--- src/common/dio_map.svh ---
// register map, field positions and reset values for the digital i/o port
//------------------------------------------------------------------------
//------------------------------------------------------------------------
`ifndef DIO_MAP_SVH
`define DIO_MAP_SVH
`define DIO_ADDR_OUT 4'h0
`define DIO_ADDR_DIR 4'h1
`define DIO_ADDR_PIN 4'h2
`define DIO_ADDR_MASK 4'h3
`define DIO_ADDR_CTRL 4'h4
`define DIO_ADDR_STAT 4'h5
`define DIO_ADDR_IEN 4'h6
`define DIO_CTRL_PUD 0
`define DIO_CTRL_GEN 1
`define DIO_STAT_PC 0
`define DIO_RST_BYTE 8'h00
`define DIO_RESP_OKAY 2'b00
`define DIO_RESP_SLVERR 2'b10
`endif

--- src/common/dio_pkg.sv ---
// types shared by the digital i/o port modules
package dio_pkg;
    typedef enum logic [1:0] {
        DIO_IDLE = 2'b00,
        DIO_RESP = 2'b01
    } dio_bus_state_type;
endpackage : dio_pkg

--- src/common/dio_pin_if.sv ---
// per-port pin control bundle between the register file and the pad logic
`timescale 1ns/10ps
interface dio_pin_if #(parameter int WIDTH = 8);
    logic [WIDTH-1:0] out_bits;
    logic [WIDTH-1:0] dir_bits;
    logic pullup_global_disable;
    logic [WIDTH-1:0] in_bits;
    modport ctrl (output out_bits, output dir_bits, output pullup_global_disable, input in_bits);
    modport pad (input out_bits, input dir_bits, input pullup_global_disable, output in_bits);
endinterface : dio_pin_if

--- src/hw/dio_pad.sv ---
// pad drive, pull-up and input synchroniser for every pin
`timescale 1ns/10ps
`include "dio_map.svh"
module dio_pad #(
    parameter int WIDTH = 8
) (
    input wire logic aclk,              // clock
    input wire logic aresetn,           // reset, low active
    dio_pin_if.pad pins,                // control from registers
    input wire logic [WIDTH-1:0] pin_i, // pad level
    output logic [WIDTH-1:0] pin_o,     // pad drive value
    output logic [WIDTH-1:0] pin_oe,    // pad drive enable
    output logic [WIDTH-1:0] pin_pu     // pad pull-up enable
);
    typedef struct packed {
        logic [WIDTH-1:0] sync;
    } dio_pad_st_type;
    dio_pad_st_type st_q, st_d;
    logic [WIDTH-1:0] latch_q;

    // falling-edge stage stands in for the clock-high transparent latch
    always_ff @(negedge aclk) begin
        latch_q <= pin_i;
    end

    always_comb begin
        st_d = st_q;
        st_d.sync = latch_q;
        if (!aresetn) begin
            st_d.sync = '0;
        end
    end

    always_ff @(posedge aclk) begin
        st_q <= st_d;
    end
    assign pins.in_bits = st_q.sync;

    genvar i;
    generate
        for (i = 0; i < WIDTH; i++) begin : g_pin
            // reset gates drive and pull-up directly, no clock needed
            assign pin_oe[i] = aresetn & pins.dir_bits[i];
            assign pin_o[i] = pins.out_bits[i];
            assign pin_pu[i] = aresetn & ~pins.dir_bits[i] & pins.out_bits[i]
                & ~pins.pullup_global_disable;
        end
    endgenerate
endmodule : dio_pad

--- src/hw/dio_pc_detect.sv ---
// pin-change detector on the synchronised inputs
`timescale 1ns/10ps
`include "dio_map.svh"
module dio_pc_detect #(
    parameter int WIDTH = 8
) (
    input wire logic aclk,              // clock
    input wire logic aresetn,           // reset, low active
    input wire logic [WIDTH-1:0] in_bits, // synchronised pins
    input wire logic [WIDTH-1:0] mask,  // per-pin enable
    input wire logic group_en,          // group enable
    output logic change                 // one-cycle change pulse
);
    typedef struct packed {
        logic [WIDTH-1:0] prev;
        logic primed;
    } dio_pc_st_type;
    dio_pc_st_type st_q, st_d;

    always_comb begin
        st_d.prev = in_bits;
        st_d.primed = 1'b1;
        if (!aresetn) begin
            st_d.prev = '0;
            st_d.primed = 1'b0;
        end
    end

    always_ff @(posedge aclk) begin
        st_q <= st_d;
    end

    // primed only masks the cycle before the first edge out of reset; the first sample is still compared with the cleared prev
    assign change = st_q.primed & group_en
        & (|((in_bits ^ st_q.prev) & mask));
endmodule : dio_pc_detect

--- src/hw/dio_port.sv ---
// digital i/o port with axi4-lite register access and pin-change interrupt
//
// The AXI4-Lite register port and the register addresses were decided locally.
`timescale 1ns/10ps
`include "dio_map.svh"
module dio_port #(
    parameter int WIDTH = 8
) (
    input wire logic aclk,                 // clock, 125 MHz
    input wire logic aresetn,              // reset, low active; synchronous for the registers, but pin_oe and pin_pu clear at once without a clock
    input wire logic awvalid,              // write address valid
    output logic awready,                  // write address ready
    input wire logic [31:0] awaddr,        // write address
    input wire logic [2:0] awprot,         // write protection, unused
    input wire logic wvalid,               // write data valid
    output logic wready,                   // write data ready
    input wire logic [31:0] wdata,         // write data
    input wire logic [3:0] wstrb,          // write byte strobes
    output logic bvalid,                   // write response valid
    input wire logic bready,               // write response ready
    output logic [1:0] bresp,              // write response
    input wire logic arvalid,              // read address valid
    output logic arready,                  // read address ready
    input wire logic [31:0] araddr,        // read address
    input wire logic [2:0] arprot,         // read protection, unused
    output logic rvalid,                   // read data valid
    input wire logic rready,               // read data ready
    output logic [31:0] rdata,             // read data
    output logic [1:0] rresp,              // read response
    input wire logic [WIDTH-1:0] pin_i,    // pad levels
    output logic [WIDTH-1:0] pin_o,        // pad drive values
    output logic [WIDTH-1:0] pin_oe,       // pad drive enables
    output logic [WIDTH-1:0] pin_pu,       // pad pull-up enables
    output logic irq                       // level interrupt
);
    //--------------------------------------------------------------------
    // parameter check
    //--------------------------------------------------------------------
    generate
        if (WIDTH < 1 || WIDTH > 32) begin : g_bad_width
            $error("dio_port: WIDTH must be 1 to 32");
        end
    endgenerate

    //--------------------------------------------------------------------
    // state
    //--------------------------------------------------------------------
    typedef struct packed {
        logic [WIDTH-1:0] out_bits;
        logic [WIDTH-1:0] dir_bits;
        logic [WIDTH-1:0] mask;
        logic pullup_global_disable;
        logic group_en;
        logic pc_flag;
        logic pc_ien;
        logic aw_got;
        logic [3:0] aw_idx;
        logic aw_ok;
        logic w_got;
        logic [31:0] w_data;
        logic [3:0] w_strb;
        dio_pkg::dio_bus_state_type wr_st;
        logic [1:0] b_resp;
        dio_pkg::dio_bus_state_type rd_st;
        logic [31:0] r_data;
        logic [1:0] r_resp;
    } dio_port_st_type;
    dio_port_st_type st_q, st_d;

    dio_pin_if #(.WIDTH(WIDTH)) pins ();
    logic pc_change;
    logic wr_go;
    logic [WIDTH-1:0] wr_byte;

    assign pins.out_bits = st_q.out_bits;
    assign pins.dir_bits = st_q.dir_bits;
    assign pins.pullup_global_disable = st_q.pullup_global_disable;

    dio_pad #(.WIDTH(WIDTH)) u_pad (
        .aclk(aclk),
        .aresetn(aresetn),
        .pins(pins.pad),
        .pin_i(pin_i),
        .pin_o(pin_o),
        .pin_oe(pin_oe),
        .pin_pu(pin_pu)
    );

    dio_pc_detect #(.WIDTH(WIDTH)) u_pc (
        .aclk(aclk),
        .aresetn(aresetn),
        .in_bits(pins.in_bits),
        .mask(st_q.mask),
        .group_en(st_q.group_en),
        .change(pc_change)
    );

    //--------------------------------------------------------------------
    // bus handshakes
    //--------------------------------------------------------------------
    // address and data are held separately so either may come first
    assign awready = (st_q.wr_st == dio_pkg::DIO_IDLE) & ~st_q.aw_got;
    assign wready = (st_q.wr_st == dio_pkg::DIO_IDLE) & ~st_q.w_got;
    assign bvalid = (st_q.wr_st == dio_pkg::DIO_RESP);
    assign bresp = st_q.b_resp;
    assign arready = (st_q.rd_st == dio_pkg::DIO_IDLE);
    assign rvalid = (st_q.rd_st == dio_pkg::DIO_RESP);
    assign rdata = st_q.r_data;
    assign rresp = st_q.r_resp;
    assign irq = st_q.pc_flag & st_q.pc_ien;

    // a write takes effect on the edge after both halves are held
    assign wr_go = (st_q.wr_st == dio_pkg::DIO_IDLE) & st_q.aw_got & st_q.w_got;
    // only the lane 0 strobe gates the write; a port wider than 8 bits takes its upper bits from lanes 1 to 3 too
    assign wr_byte = st_q.w_strb[0] ? st_q.w_data[WIDTH-1:0] : '0;

    function automatic logic addr_ok(input logic [31:0] a);
        addr_ok = (a[1:0] == 2'b00) && (a[31:6] == '0)
            && (a[5:2] <= `DIO_ADDR_IEN);
    endfunction : addr_ok

    //--------------------------------------------------------------------
    // next state
    //--------------------------------------------------------------------
    always_comb begin
        st_d = st_q;
        // capture write halves
        if (awvalid && awready) begin
            st_d.aw_got = 1'b1;
            st_d.aw_idx = awaddr[5:2];
            st_d.aw_ok = addr_ok(awaddr);
        end
        if (wvalid && wready) begin
            st_d.w_got = 1'b1;
            st_d.w_data = wdata;
            st_d.w_strb = wstrb;
        end
        // status flag: a new change wins over a clear in the same cycle
        if (wr_go && st_q.aw_ok && st_q.aw_idx == `DIO_ADDR_STAT && st_q.w_strb[0]
            && st_q.w_data[`DIO_STAT_PC]) begin
            st_d.pc_flag = 1'b0;
        end
        if (pc_change) begin
            st_d.pc_flag = 1'b1;
        end
        // register write
        if (wr_go) begin
            st_d.aw_got = 1'b0;
            st_d.w_got = 1'b0;
            st_d.wr_st = dio_pkg::DIO_RESP;
            st_d.b_resp = st_q.aw_ok ? `DIO_RESP_OKAY : `DIO_RESP_SLVERR;
            if (st_q.aw_ok && st_q.w_strb[0]) begin
                case (st_q.aw_idx)
                    `DIO_ADDR_OUT: begin
                        st_d.out_bits = st_q.w_data[WIDTH-1:0];
                    end
                    `DIO_ADDR_DIR: begin
                        st_d.dir_bits = st_q.w_data[WIDTH-1:0];
                    end
                    `DIO_ADDR_PIN: begin
                        // only ones toggle; the input bits themselves are not stored
                        st_d.out_bits = st_q.out_bits ^ wr_byte;
                    end
                    `DIO_ADDR_MASK: begin
                        st_d.mask = st_q.w_data[WIDTH-1:0];
                    end
                    `DIO_ADDR_CTRL: begin
                        st_d.pullup_global_disable = st_q.w_data[`DIO_CTRL_PUD];
                        st_d.group_en = st_q.w_data[`DIO_CTRL_GEN];
                    end
                    `DIO_ADDR_IEN: begin
                        st_d.pc_ien = st_q.w_data[`DIO_STAT_PC];
                    end
                    default: begin
                    end
                endcase
            end
        end
        if (st_q.wr_st == dio_pkg::DIO_RESP && bready) begin
            st_d.wr_st = dio_pkg::DIO_IDLE;
        end
        // register read
        if (st_q.rd_st == dio_pkg::DIO_RESP && rready) begin
            st_d.rd_st = dio_pkg::DIO_IDLE;
        end
        if (arvalid && arready) begin
            st_d.rd_st = dio_pkg::DIO_RESP;
            st_d.r_data = '0;
            st_d.r_resp = addr_ok(araddr) ? `DIO_RESP_OKAY : `DIO_RESP_SLVERR;
            case (araddr[5:2])
                `DIO_ADDR_OUT: begin
                    st_d.r_data[WIDTH-1:0] = st_q.out_bits;
                end
                `DIO_ADDR_DIR: begin
                    st_d.r_data[WIDTH-1:0] = st_q.dir_bits;
                end
                `DIO_ADDR_PIN: begin
                    st_d.r_data[WIDTH-1:0] = pins.in_bits;
                end
                `DIO_ADDR_MASK: begin
                    st_d.r_data[WIDTH-1:0] = st_q.mask;
                end
                `DIO_ADDR_CTRL: begin
                    st_d.r_data[`DIO_CTRL_PUD] = st_q.pullup_global_disable;
                    st_d.r_data[`DIO_CTRL_GEN] = st_q.group_en;
                end
                `DIO_ADDR_STAT: begin
                    st_d.r_data[`DIO_STAT_PC] = st_q.pc_flag;
                end
                `DIO_ADDR_IEN: begin
                    st_d.r_data[`DIO_STAT_PC] = st_q.pc_ien;
                end
                default: begin
                end
            endcase
            if (!addr_ok(araddr)) begin
                st_d.r_data = '0;
            end
        end
        // reset
        if (!aresetn) begin
            st_d = '0;
            st_d.out_bits = WIDTH'(`DIO_RST_BYTE);
            st_d.dir_bits = WIDTH'(`DIO_RST_BYTE);
            st_d.mask = WIDTH'(`DIO_RST_BYTE);
            st_d.wr_st = dio_pkg::DIO_IDLE;
            st_d.rd_st = dio_pkg::DIO_IDLE;
        end
    end

    always_ff @(posedge aclk) begin
        st_q <= st_d;
    end
endmodule : dio_port
--- config.mk ---
export PLATFORM = sky130hd
export DESIGN_NAME = dio_port
export DESIGN_NICKNAME = d
export VERILOG_FILES = /design/src/common/dio_pkg.sv /design/src/common/dio_pin_if.sv /design/src/hw/dio_pad.sv /design/src/hw/dio_pc_detect.sv /design/src/hw/dio_port.sv
export VERILOG_INCLUDE_DIRS = /design/src /design/src/common
export SDC_FILE = /design/constraint.sdc
export NUM_CORES = 1
export LEC_CHECK = 0
export BUFFER_PORTS_ARGS = -buffer_cell sky130_fd_sc_hd__buf_2
export CELL_PAD_IN_SITES_DETAIL_PLACEMENT = 0
export CELL_PAD_IN_SITES_GLOBAL_PLACEMENT = 1
export CORE_MARGIN = 4
export CORE_UTILIZATION = 36
export CTS_CLUSTER_DIAMETER = 80
export CTS_CLUSTER_SIZE = 8
export DETAILED_ROUTE_END_ITERATION = 12
export GPL_TIMING_DRIVEN = 0
export PLACE_DENSITY = 0.83
export REMOVE_ABC_BUFFERS = 1
export SLEW_MARGIN = 20
export SYNTH_ARGS = -nofsm -noshare
export SYNTH_HDL_FRONTEND = slang
export SYNTH_SLANG_ARGS = --single-unit
--- constraint.sdc ---
create_clock -name aclk -period 5.45 [get_ports aclk]
set_input_delay 1.3625 -clock aclk [delete_from_list [all_inputs] [get_ports aclk]]
set_output_delay 1.3625 -clock aclk [all_outputs]
set_load 0.01 [all_outputs]
-- Yosys cells after proc, flatten, opt, wreduce, memory -nomap -nowiden
Cells that the tools add are included.
- flip-flop bits (word level): 107
- input port bits: 121
- output and inout port bits: 66
- logic and storage cells: 136
- order comparisons: 2
- equality and inequality tests: 12
- multiplexer cells: 13
- bitwise logic cells: 54
- reduce and logical (&&, ||, !) cells: 33
- operators by type and width (kind ; count):
    $logic_not 26->1 ; 2
    $and 1x1->1 ; 39
    $mux 35 ; 1
    $eq 4x3->1 const B ; 6
    $pmux 6 s4 ; 1
    $eq 4x2->1 const B ; 4
    $mux 8 ; 2
    $pmux 8 s2 ; 1
    $xor 8x8->8 ; 2
    $reduce_and 3->1 ; 5
    $logic_and 1x1->1 ; 14
    $not 1->1 ; 12
    $and 8x8->8 ; 1
    $eq 4x1->1 const B ; 2
    $le 4x3->1 const B ; 2
    $logic_not 2->1 ; 4
    $logic_not 4->1 ; 2
    $reduce_or 8->1 ; 1
    $pmux 1 s7 ; 1
    $reduce_bool 2->1 ; 3
    $pmux 1 s5 ; 1
    $mux 1 ; 4
    $mux 2 ; 2
    $reduce_or 2->1 ; 2

-- Logic depth before layout (Yosys ltp)
Gate-level depths: netlist of the first run.
- depth in word-level cells: 9
- mapped depth: 6
- mapped depth without buffers: 4

-- Modules after synthesis
From an unflattened synthesis of the first run, not the netlist that was laid out.
- cell total of the unflattened synthesis: 402
- area total of the unflattened synthesis: 4020.1 sq um
- modules (own cells, without submodules) (module ; times used ; cells each ; area an instance (sq um) ; sequential area each (sq um)):
    dio_port ; 1 ; 320 ; 3091.7 ; 1121.1
    dio_pad ; 1 ; 51 ; 584.3 ; 320.3
    dio_pc_detect ; 1 ; 31 ; 344.1 ; 180.2

==> metrics.md, run 1 <==
| Metric | Value |
|---|---|
| Worst slew pin tran | `between 0.8 and 0.9 ns` |
| Main flop type after synthesis | `dfxtp_1` |
| Leakage power total | `roughly 0.0021 uW` |
| Most frequent cells in the layout | `buf_2 (126), dfxtp_1 (81), nor2b_1 (39)` |
| Reg2reg start | `u_pad.latch_q[5]$_DFF_N_` |
| Reg2reg end | `u_pad.pins.in_bits[5]$_SDFF_PN0_` |
| Clock Path Buffers | `2` |
| Hold wc startpoint | `rdata[1]$_SDFFE_PN0P_` |
| Final setup TNS | `0 ns` |
| Starting density of the core | `between 30% and 40%` |
| Clk_skew | `0.0361 ns` |
| Port-buffer cells | `127` |
| Drt total wl | `9300 um` |
| Post-layout power | `~1200 uW` |
| Area Overhead vs Synth | `18.1%` |
| Power per Cell Area | `257 nW/um^2` |
| Peak VDD IR | `about 0.12 mV` |
| Largest net degree at the start of global routing | `between 70 and 80` |
| Clk root buf | `clkbuf_8` |
| Total GRT Usage | `between 10 and 15%` |
| Core area | `10500 um^2` |
| Hold Crit Endpoint | `rdata[1]$_SDFFE_PN0P_` |
| Antenna-violating nets left | `0` |
| Final Max Tran Viols | `0` |
| Placer Congestion | `0.780` |
| Rows | `37` |
| First-pass GRT wire length | `14400 um` |
| Number of global-route vias before repair | `roughly 3000` |
| Tcrit/Tclk final | `about 77%` |
| Slack of the worst reg-to-reg path | `between 2 and 2.5 ns` |
| Hold_ws | `~0.46 ns` |
| Setup CP Type | `input pin to primary output` |
| WP data arrival | `between 2 and 3 ns` |
| Max Cap Viol | `0` |
| DPL Wire Length | `7010 um` |
| Remaining DRCs | `0` |
| Cts repair resizes | `0` |
| Status | `finished, final reports clean` |
| CP Capture Type | `primary output` |
| Die width | `112 um` |
| Setup Fix Bufs, Post-CTS | `0` |
| Synth Area per Inst | `roughly 10 um^2` |
| Die Span Y | `112 um` |
| #FFs+latches synth | `81` |
| Ant. Diodes | `0` |
| CTS Hold Bufs | `0` |
| Commonest non-fill, non-tap cell in the layout | `buf_2` |
| Initial antenna violation count | `0` |
| Count of unique library cells instantiated by Yosys | `46` |
| Worst slew margin | `approximately 43%` |
| Post-synthesis sequential area ratio | `around two fifths` |
| Synthesized area | `slightly below 4000 um^2` |
| Final nets | `619` |
| Number of buffers created by CTS | `9` |
| Min-delay worst type | `flop to flop` |
| Pre-Repair DR Iteration Count | `4` |
| Critical-path maximum fanout | `78` |
| Placed cell area | `roughly 4400 um^2` |
| Clock Sinks | `81` |
| F_max | `around 0.24 GHz` |
| Worst reg2reg path depth | `1` |
| CTS tree | `built` |
| Yosys warning total | `0` |
| Setup crit start kind | `input pin` |
| Final hold violation count | `0` |
| CP required | `approximately 4 ns` |
| DRT iter0 DRCs | `94` |
| Vias per cell | `between 4 and 5` |
| Post-layout instance area | `about 4600 um^2` |
| DR vias | `3092` |
| Boundary pin count | `around 190` |
| Final setup fails | `0` |
| Hold Crit Depth | `2` |
| Async SR Flop Fraction | `0%` |
| Clock Pin Slew Worst Setup and Hold Paths | `0.08 ns` |
| Grt total ovfl | `0` |
| Number of flops mapped to enable cells by yosys | `0` |
| Clock latency on the worst-skew pair | `between 0.3 and 0.4 ns` |
| Post-route minimum period | `roughly 4.2 ns` |
| Synth Instances | `between 300 and 400` |
| Drt wl/cell | `about 15 um` |
| RSZ-0062 raised after global routing | `no` |
| Share of layout cells above drive strength 1 | `a little under a third` |
| Die ar. | `12600 um^2` |
| H-tree Lvls | `3` |
metal layers:
layer  wire length [um]  global-route usage [%]
met3                729                    4.96
met1               4050                    17.6
met4                 59                    2.88
met2               4460                    24.2
met5                  0                       0
worst max-delay path by stage:
stage	startpoint	endpoint	slack [ns]
6_report	aresetn	pin_pu[1]	1.25
4_1_cts	aresetn	pin_pu[1]	0.79
3_3_place_gp	aresetn	pin_pu[1]	0.77
2_1_floorplan	pin_i[0]	u_pad.latch_q[0]$_DFF_N_	1.26
5_1_grt	aresetn	pin_pu[1]	1.12
3_5_place_dp	aresetn	pin_pu[1]	0.79
cells in the mapped netlist, drive strengths merged (2+ instances only):
| master | n | area share, % |
|---|---|---|
| dfxtp | 81 | 41 |
| buf | 52 | 9.5 |
| nor2b | 40 | 6.4 |
| mux2i | 34 | 8.7 |
| and2 | 25 | 4.0 |
| nor4 | 17 | 3.1 |
| clkbuf | 12 | 1.2 |
| nand2 | 11 | 1.1 |
| nand3 | 10 | 1.3 |
| nor3b | 10 | 2.0 |
| a21boi | 9 | 1.7 |
| o21ai | 9 | 1.2 |
| xor2 | 8 | 1.8 |
| mux4 | 7 | 4.0 |
| nor2 | 7 | 0.67 |
| a21o | 6 | 1.2 |
| a22o | 6 | 1.3 |
| o41ai | 6 | 1.3 |
| a22oi | 4 | 0.77 |
| nor3 | 4 | 0.80 |
| inv | 3 | 0.29 |
| nand2b | 3 | 0.48 |
| nand4 | 3 | 0.48 |
| o211a | 3 | 0.77 |
| a21oi | 2 | 0.26 |
| nand3b | 2 | 0.70 |
| nand4b | 2 | 0.45 |
| o211ai | 2 | 0.38 |
| or3 | 2 | 0.32 |
| or3b | 2 | 0.51 |
| or4 | 2 | 0.38 |
cells by family (layout without fill, tap and decap cells):
logic type	count (synthesis)	after routing	share of synthesized area (%)
XOR/XNOR	8	8	1.79
multiplexers	41	41	12.7
AO/OA/AOI/OAI	52	52	9.97
flip-flops	81	81	41.4
buffers and inverters	67	153	10.9
AND/OR/NAND/NOR	142	142	23.1
other	1	26	0.0958
layout make-up:
cell class                      count  area, um^2
Fill cell                        1044        5840
Tap cell                          136         170
Clock buffer                       11         131
Inverter                            2        7.51
Timing Repair Buffer              127         638
Multi-Input combinational cell    269        1970
Clock inverter                     13        83.8
Sequential cell                    81        1620
worst max-delay path, stage by stage:
cell and delay (ns):
buf_4 0.49, nand2b_1 0.43, nor3b_1 0.36, buf_2 0.19
stage by stage:
| step | util, % | setup slack, ns | cells |
|---|---|---|---|
| after floorplan | - | 1.26 | 353 |
| after global placement | 42.1 | 0.766 | 616 |
| after detailed placement | 42.1 | 0.786 | 616 |
| after CTS | 44.1 | 0.792 | 639 |
| after global routing | 44.2 | 1.12 | 639 |
| final | 44.2 | 1.25 | 639 |
where the power goes:
| group | switching, uW | leakage, uW | internal [uW] |
|---|---|---|---|
| Clock | 224 | 0.000130 | 217 |
| Combinational | 60.6 | 0.00129 | 56.8 |
| Sequential | 19.9 | 0.000663 | 611 |
sequential cells by signal, indices dropped and copies added, names as in the netlist, 8 cells and up:
name                count
st_q                   29
u_pad.latch_q           8
rdata                   8
u_pad.pins.in_bits      8
u_pc.st_q               9
pins.dir_bits           8
pins.out_bits           8
Power figures use the tool's default switching activity.
==> run 2: changes to the inputs <==
- ABC_AREA: not set -> 1
- CORE_UTILIZATION: 36 -> 28
- PLACE_DENSITY: 0.83 -> 0.74
- clock period: 5.45 -> 3.62 ns (I/O delays scaled with it)
==> run 2 against run 1 <==
Effect of this change: via count increased by 27%; sequential share of layout area decreased by 1.7 points; synthesized area increased by 2.4%; critical endpoint is now pin_pu[7]; highest routed layer unchanged.
==> metrics.md, run 2 <==
| Metric | Value |
|---|---|
| Status | `finished, final reports clean` |
| Synth Area per Inst | `roughly 6.8 um^2` |
| DRT iter0 DRCs | `206` |
| Worst slew pin tran | `about 0.74 ns` |
| Die width | `between 100 and 150 um` |
| Crit-path cells | `buf_4, nand2_1, nor3_1, buf_2` |
| Util after Layout | `a little over a third` |
| Main flop type after synthesis | `dfxtp_1` |
| Most numerous cell in the Yosys netlist | `nand2_1` |
| Power per Cell Area | `418 nW/um^2` |
| Hold_ws | `between 0.4 and 0.5 ns` |
| #FFs+latches synth | `81` |
| Final nets | `between 800 and 900` |
| Clock Path Buffers | `2` |
| Worst slew margin | `50.3%` |
| Setup Fix Bufs, Post-CTS | `0` |
| Initial antenna violation count | `0` |
| H-tree Lvls | `3` |
| Post-route minimum period | `approximately 3.3 ns` |
| Most frequent cells after synthesis | `nand2_1 (135), dfxtp_1 (81), nor2_1 (80), inv_1 (72), nand3_1 (53)` |
| Final hold violation count | `0` |
| Ant. Diodes | `0` |
| Fill count | `between 1000 and 1500` |
| Remaining DRCs | `0` |
| Largest net degree at the start of global routing | `63` |
| Vias per cell | `4.43` |
| Grt total ovfl | `0` |
| CP required | `around 2.7 ns` |
| Max FFs per register | `29` |
| CP Capture Type | `primary output` |
| Die Span Y | `approximately 130 um` |
| Drt wl/cell | `about 13 um` |
| Starting density of the core | `between 20% and 30%` |
| Number of buffers created by CTS | `9` |
| Most frequent cells in the layout | `nand2_1 (135), buf_2 (126), dfxtp_1 (81)` |
| Max Cap Viol | `0` |
| DR vias | `approximately 3900` |
| Tcrit/Tclk final | `around 90%` |
| Min-delay worst type | `flop to flop` |
| Die ar. | `roughly 16000 um^2` |
| Share of layout cells above drive strength 1 | `between 20% and 30%` |
| Number of global-route vias before repair | `3783` |
| Top post-synthesis cells by area | `dfxtp_1 (40%), nand2_1 (13%), buf_4 (8.4%)` |
| Clock Pin Slew Worst Setup and Hold Paths | `around 0.060 ns` |
| Total GRT Usage | `between 10% and 20%` |
| Setup crit start kind | `input pin` |
| Boundary pin count | `~190` |
| Final Max Tran Viols | `0` |
| Port-buffer cells | `between 100 and 150` |
| Critical-path maximum fanout | `62` |
| Slowest cell delay on critical path | `~0.45 ns` |
| Area Overhead vs Synth | `21.3%` |
| Drt total wl | `11100 um` |
| DPL Wire Length | `8790 um` |
| Clock latency on the worst-skew pair | `0.39 ns` |
| Post-synthesis sequential area ratio | `between 40% and 50%` |
| Clk_skew | `about 0.054 ns` |
| WP data arrival | `roughly 2.4 ns` |
| First-pass GRT wire length | `17900 um` |
| Slowest stage cell, crit path | `buf_4` |
| Crit-path leading delay family | `simple AND/OR/NAND/NOR gates` |
| CTS tree | `built` |
| Yosys warning total | `0` |
| Synthesized area | `~4000 um^2` |
| Peak VDD IR | `between 0.15 and 0.2 mV` |
| Clk root buf | `clkbuf_16` |
| Async SR Flop Fraction | `0%` |
| RSZ-0062 raised after global routing | `no` |
| Largest registers | `st_q x29, u_pc.st_q x9` |
| Count of unique library cells instantiated by Yosys | `33` |
| F_max | `between 0.3 and 0.4 GHz` |
| Final setup fails | `0` |
| Commonest non-fill, non-tap cell in the layout | `nand2_1` |
| Largest area contributor in the netlist | `dfxtp_1` |
| WP buf/inv | `2` |
| Synth Instances | `591` |
| Antenna-violating nets left | `0` |
| Leakage power total | `about 0.0024 uW` |
| Largest Register | `st_q` |
| Rows | `43` |
| Clock Sinks | `81` |
| Pre-Repair DR Iteration Count | `4` |
| Setup CP Type | `input pin to primary output` |
| Area share of the largest cell type after synthesis | `40.4%` |
| Core area | `13900 um^2` |
| Number of flops mapped to enable cells by yosys | `0` |
| Placer Congestion | `around 0.84` |
## run 2: cell count changes after synthesis, sizes merged, moves of 35 or more
cell   before  now
nand2      11  137
nor2        7   86
inv         3   75
nand3      10   55
nor2b      40    0
a21oi       2   37
## run 2: area by class of cell
cell class | instances | area, um^2 | area share (%)
inverter | 74 | 280 | 5.77
sequential | 81 | 1620 | 33.4
multi-input combinational | 401 | 1790 | 36.8
tap | 180 | 225 | 4.63
clock buffer | 10 | 229 | 4.71
timing repair buffer | 127 | 638 | 13.1
clock inverter | 14 | 78.8 | 1.62
## run 2: metal layers
metal  vias to the layer above  track usage [%]  wire (um)
li1                       2013                -          -
met1                      1768             17.3       4920
met2                       134             23.1       5250
met3                        12             3.33        824
met4                         0             4.87        139
met5                         -                0          0
## run 2: worst paths after layout
kind                                         start                                to  slack (ns)  depth (start not counted)
hold / removal    u_pad.pins.in_bits[1]$_SDFF_PN0_           u_pc.st_q[2]$_SDFF_PN0_        0.45                          2
setup / recovery                           aresetn                         pin_pu[7]        0.36                          4
setup reg to reg          u_pad.latch_q[3]$_DFF_N_  u_pad.pins.in_bits[3]$_SDFF_PN0_        1.27                          2
hold reg to reg   u_pad.pins.in_bits[1]$_SDFF_PN0_           u_pc.st_q[2]$_SDFF_PN0_        0.45                          2
## run 2: logic make-up after synthesis
group	after synthesis	synth area share (%)
simple gates	302	32.8
buf+inv	134	17.3
flops	81	40.4
compound gates	73	9.36
other cells	1	0.0935
## run 2: per-stage QoR
step / setup WS, ns / cell area (um^2) / setup TNS (ns) / std cells / power, uW
floorplan: 0.804 / 3690 / 0 / 557 / 1090
global placement: -0.0125 / 4550 / -0.0125 / 864 / 1180
detailed placement: 0.000744 / 4550 / 0 / 864 / 1190
CTS: 0.399 / 4860 / 0 / 887 / 2070
global route: 0.272 / 4860 / 0 / 887 / 2140
finish: 0.363 / 4860 / 0 / 887 / 2030
## run 2: timing repair
| action | CTS | global route |
|---|---|---|
| hold buffers | 0 | 0 |
| setup endpoints to repair | 1 | 0 |
| gates resized for setup | 1 | 0 |
## run 2: power breakdown
part	internal (uW)	switching, uW	total [uW]
clock	481	402	883
combinational	72.4	122	195
sequential	927	29.7	956
total	1480	554	2030
## run 2: worst min-delay path, stage by stage (launching register included)
cell and delay [ns]:
dfxtp_1 0.32, nand2_1 0.05, inv_1 0.03
==> run 3: changes to the inputs <==
- ABC_AREA: 1 -> not set
- CORE_UTILIZATION: 28 -> 31
- PLACE_DENSITY: 0.74 -> 0.76
- SLEW_MARGIN: 20 -> not set
==> run 3 against run 2 <==
Effect of this change: global-route usage shrank 0.57 points; cell area shrank 2.0%; first-iteration DRC count shrank 48%; hold slack gained 0.015 ns; sequential power shrank 0.6%; clock skew grew 0.0024 ns; total power grew 1.2%; critical path type unchanged; largest cell class unchanged; highest routed layer unchanged.
==> metrics.md, run 3 (synthesis gave the netlist of run 1 again) <==
| Metric | Value |
|---|---|
| Status | `finished, final reports clean` |
| Critical-path maximum fanout | `between 70 and 80` |
| CTS tree | `built` |
| Pre-CTS setup slack | `-0.136 ns` |
| Grt total ovfl | `0` |
| Clock power frac | `between 40% and 50%` |
| Slowest cell delay on critical path | `0.50 ns` |
| Rows | `40` |
| Crit-path cells | `buf_4, nand2b_1, nor3b_1, buf_2` |
| Final Max Tran Viols | `0` |
| WP data arrival | `approximately 2.4 ns` |
| Area Overhead vs Synth | `21.7%` |
| Boundary pin count | `roughly 190` |
| Clock latency on the worst-skew pair | `just under 0.4 ns` |
| H-tree Lvls | `3` |
| Placer Congestion | `0.771` |
| Final nets | `~620` |
| Clk root buf | `clkbuf_16` |
| Core area | `between 10000 and 15000 um^2` |
| Largest Register | `st_q` |
| Commonest non-fill, non-tap cell in the layout | `buf_2` |
| Switching Fraction | `25.7%` |
| First-pass GRT wire length | `15200 um` |
| Initial antenna violation count | `0` |
| Ant. Diodes | `0` |
| Worst slew margin | `between 20% and 30%` |
| Max Cap Viol | `0` |
| Number of buffers created by CTS | `9` |
| Leakage power total | `around 0.0021 uW` |
| Sequential share of power | `roughly 46%` |
| Die ar. | `about 14000 um^2` |
| Drt wl/cell | `~14 um` |
| Power per Cell Area | `432 nW/um^2` |
| Fill count | `between 1000 and 1500` |
| DR vias | `roughly 3100` |
| Cell Int Power | `around 1500 uW` |
| Port-buffer cells | `~130` |
| Tcrit/Tclk final | `between 80% and 90%` |
| Peak VDD IR | `0.203 mV` |
| Setup CP Type | `input pin to primary output` |
| NetSw | `528 uW` |
| F_max | `0.307 GHz` |
| Clock Sinks | `81` |
| Largest net degree at the start of global routing | `roughly 80` |
| Min-delay worst type | `flop to flop` |
| Share of layout cells above drive strength 1 | `~31%` |
| Util after Layout | `about two fifths` |
| Number of global-route vias before repair | `slightly above 3000` |
| RSZ-0062 raised after global routing | `no` |
| Hold wc startpoint | `rdata[1]$_SDFFE_PN0P_` |
| Worst slew pin tran | `1.15 ns` |
| Drt total wl | `about 9600 um` |
| CP Capture Type | `primary output` |
| Post-route minimum period | `approximately 3.3 ns` |
| Final setup fails | `0` |
| Clk_skew | `about 0.056 ns` |
| Antenna-violating nets left | `0` |
| Total GRT Usage | `13.2%` |
| Max FFs per register | `29` |
| Most frequent cells in the layout | `buf_2 (126), dfxtp_1 (81), nor2b_1 (40)` |
| Remaining DRCs | `0` |
| Die width | `around 120 um` |
| Reg2reg start | `u_pad.latch_q[6]$_DFF_N_` |
| Crit-path leading delay family | `simple AND/OR/NAND/NOR gates` |
| Vias per cell | `approximately 4.7` |
| Clock Pin Slew Worst Setup and Hold Paths | `approximately 0.070 ns` |
| CTS Hold Bufs | `0` |
| CP startpoint | `aresetn` |
| Setup crit start kind | `input pin` |
| DRT iter0 DRCs | `107` |
| Slowest stage cell, crit path | `buf_4` |
| DPL Wire Length | `7340 um` |
| Final hold violation count | `0` |
| Comb pwr share | `~8.6%` |
| WP buf/inv | `2` |
| CP required | `~2.7 ns` |
| Clock Path Buffers | `2` |
| Die Span Y | `120 um` |
| Pre-Repair DR Iteration Count | `4` |
| Starting density of the core | `32.1%` |
| Largest registers | `st_q x29, u_pc.st_q x9` |
| Final worst slack | `~0.36 ns` |
==> run 3: cell count changes in the layout (fill, tap and decap cells not counted), moves of 15 or more <==
cell | previous run | this run
a21oi_1 | 37 | 2
and2_1 | 0 | 25
inv_1 | 79 | 10
mux2i_1 | 0 | 34
nand2_1 | 135 | 11
nand3_1 | 53 | 10
nor2_1 | 80 | 7
nor2b_1 | 0 | 40
nor4_1 | 1 | 16
o21ai_0 | 28 | 9
==> run 3: cell type report <==
type | instances | area (um^2) | share of cell area, %
tap | 168 | 210 | 4.41
timing repair buffer | 127 | 638 | 13.4
clock buffer | 9 | 225 | 4.73
clock inverter | 15 | 101 | 2.13
multi-input combinational | 269 | 1960 | 41.2
sequential | 81 | 1620 | 34.0
inverter | 2 | 7.51 | 0.158
==> run 3: power groups by stage <==
stage	Combinational (uW)	Sequential, uW	Clock (uW)
finish	177	950	931
global route	196	954	997
CTS	178	950	957
detailed placement	178	970	15.3
global placement	173	969	15.3
floorplan	91.4	962	15.3
==> run 3: final timing paths <==
path | endpoint | slack (ns) | cells past startpoint
max | pin_pu[3] | 0.36 | 4
min | rdata[1]$_SDFFE_PN0P_ | 0.46 | 2
max reg2reg | u_pad.pins.in_bits[6]$_SDFF_PN0_ | 1.22 | 1
min reg2reg | rdata[1]$_SDFFE_PN0P_ | 0.46 | 2
==> run 3: repair_timing <==
item,4_1_cts,5_1_grt
buffers inserted,0,0
resized for setup,1,0
endpoints found under the setup margin,8,0
==> run 3: metrics by stage <==
| stage | hold WS (ns) | cell area, um^2 | power, uW | setup TNS (ns) | instances |
|---|---|---|---|---|---|
| after floorplan | 0.453 | 3590 | 1070 | 0 | 353 |
| after global placement | 0.438 | 4440 | 1160 | -0.504 | 648 |
| after detailed placement | 0.452 | 4440 | 1160 | -0.831 | 648 |
| after CTS | 0.468 | 4770 | 2090 | 0 | 671 |
| after global routing | 0.497 | 4770 | 2150 | 0 | 671 |
| final | 0.461 | 4770 | 2060 | 0 | 671 |
==> run 3: layer usage <==
layer  share of wire [%]  global-route usage [%]
met1                  42                    15.8
met2                  51                    22.7
met3                 6.5                    3.65
met4                 1.1                    4.39
met5                   0                       0
==> run 3: tightest hold or removal path, delay by kind of cell, from the launching register on <==
family	cells	cell delay, ns
AOI/OAI and AO/OA	1	0.06
DFF	1	0.33
and+or+nand+nor	1	0.04
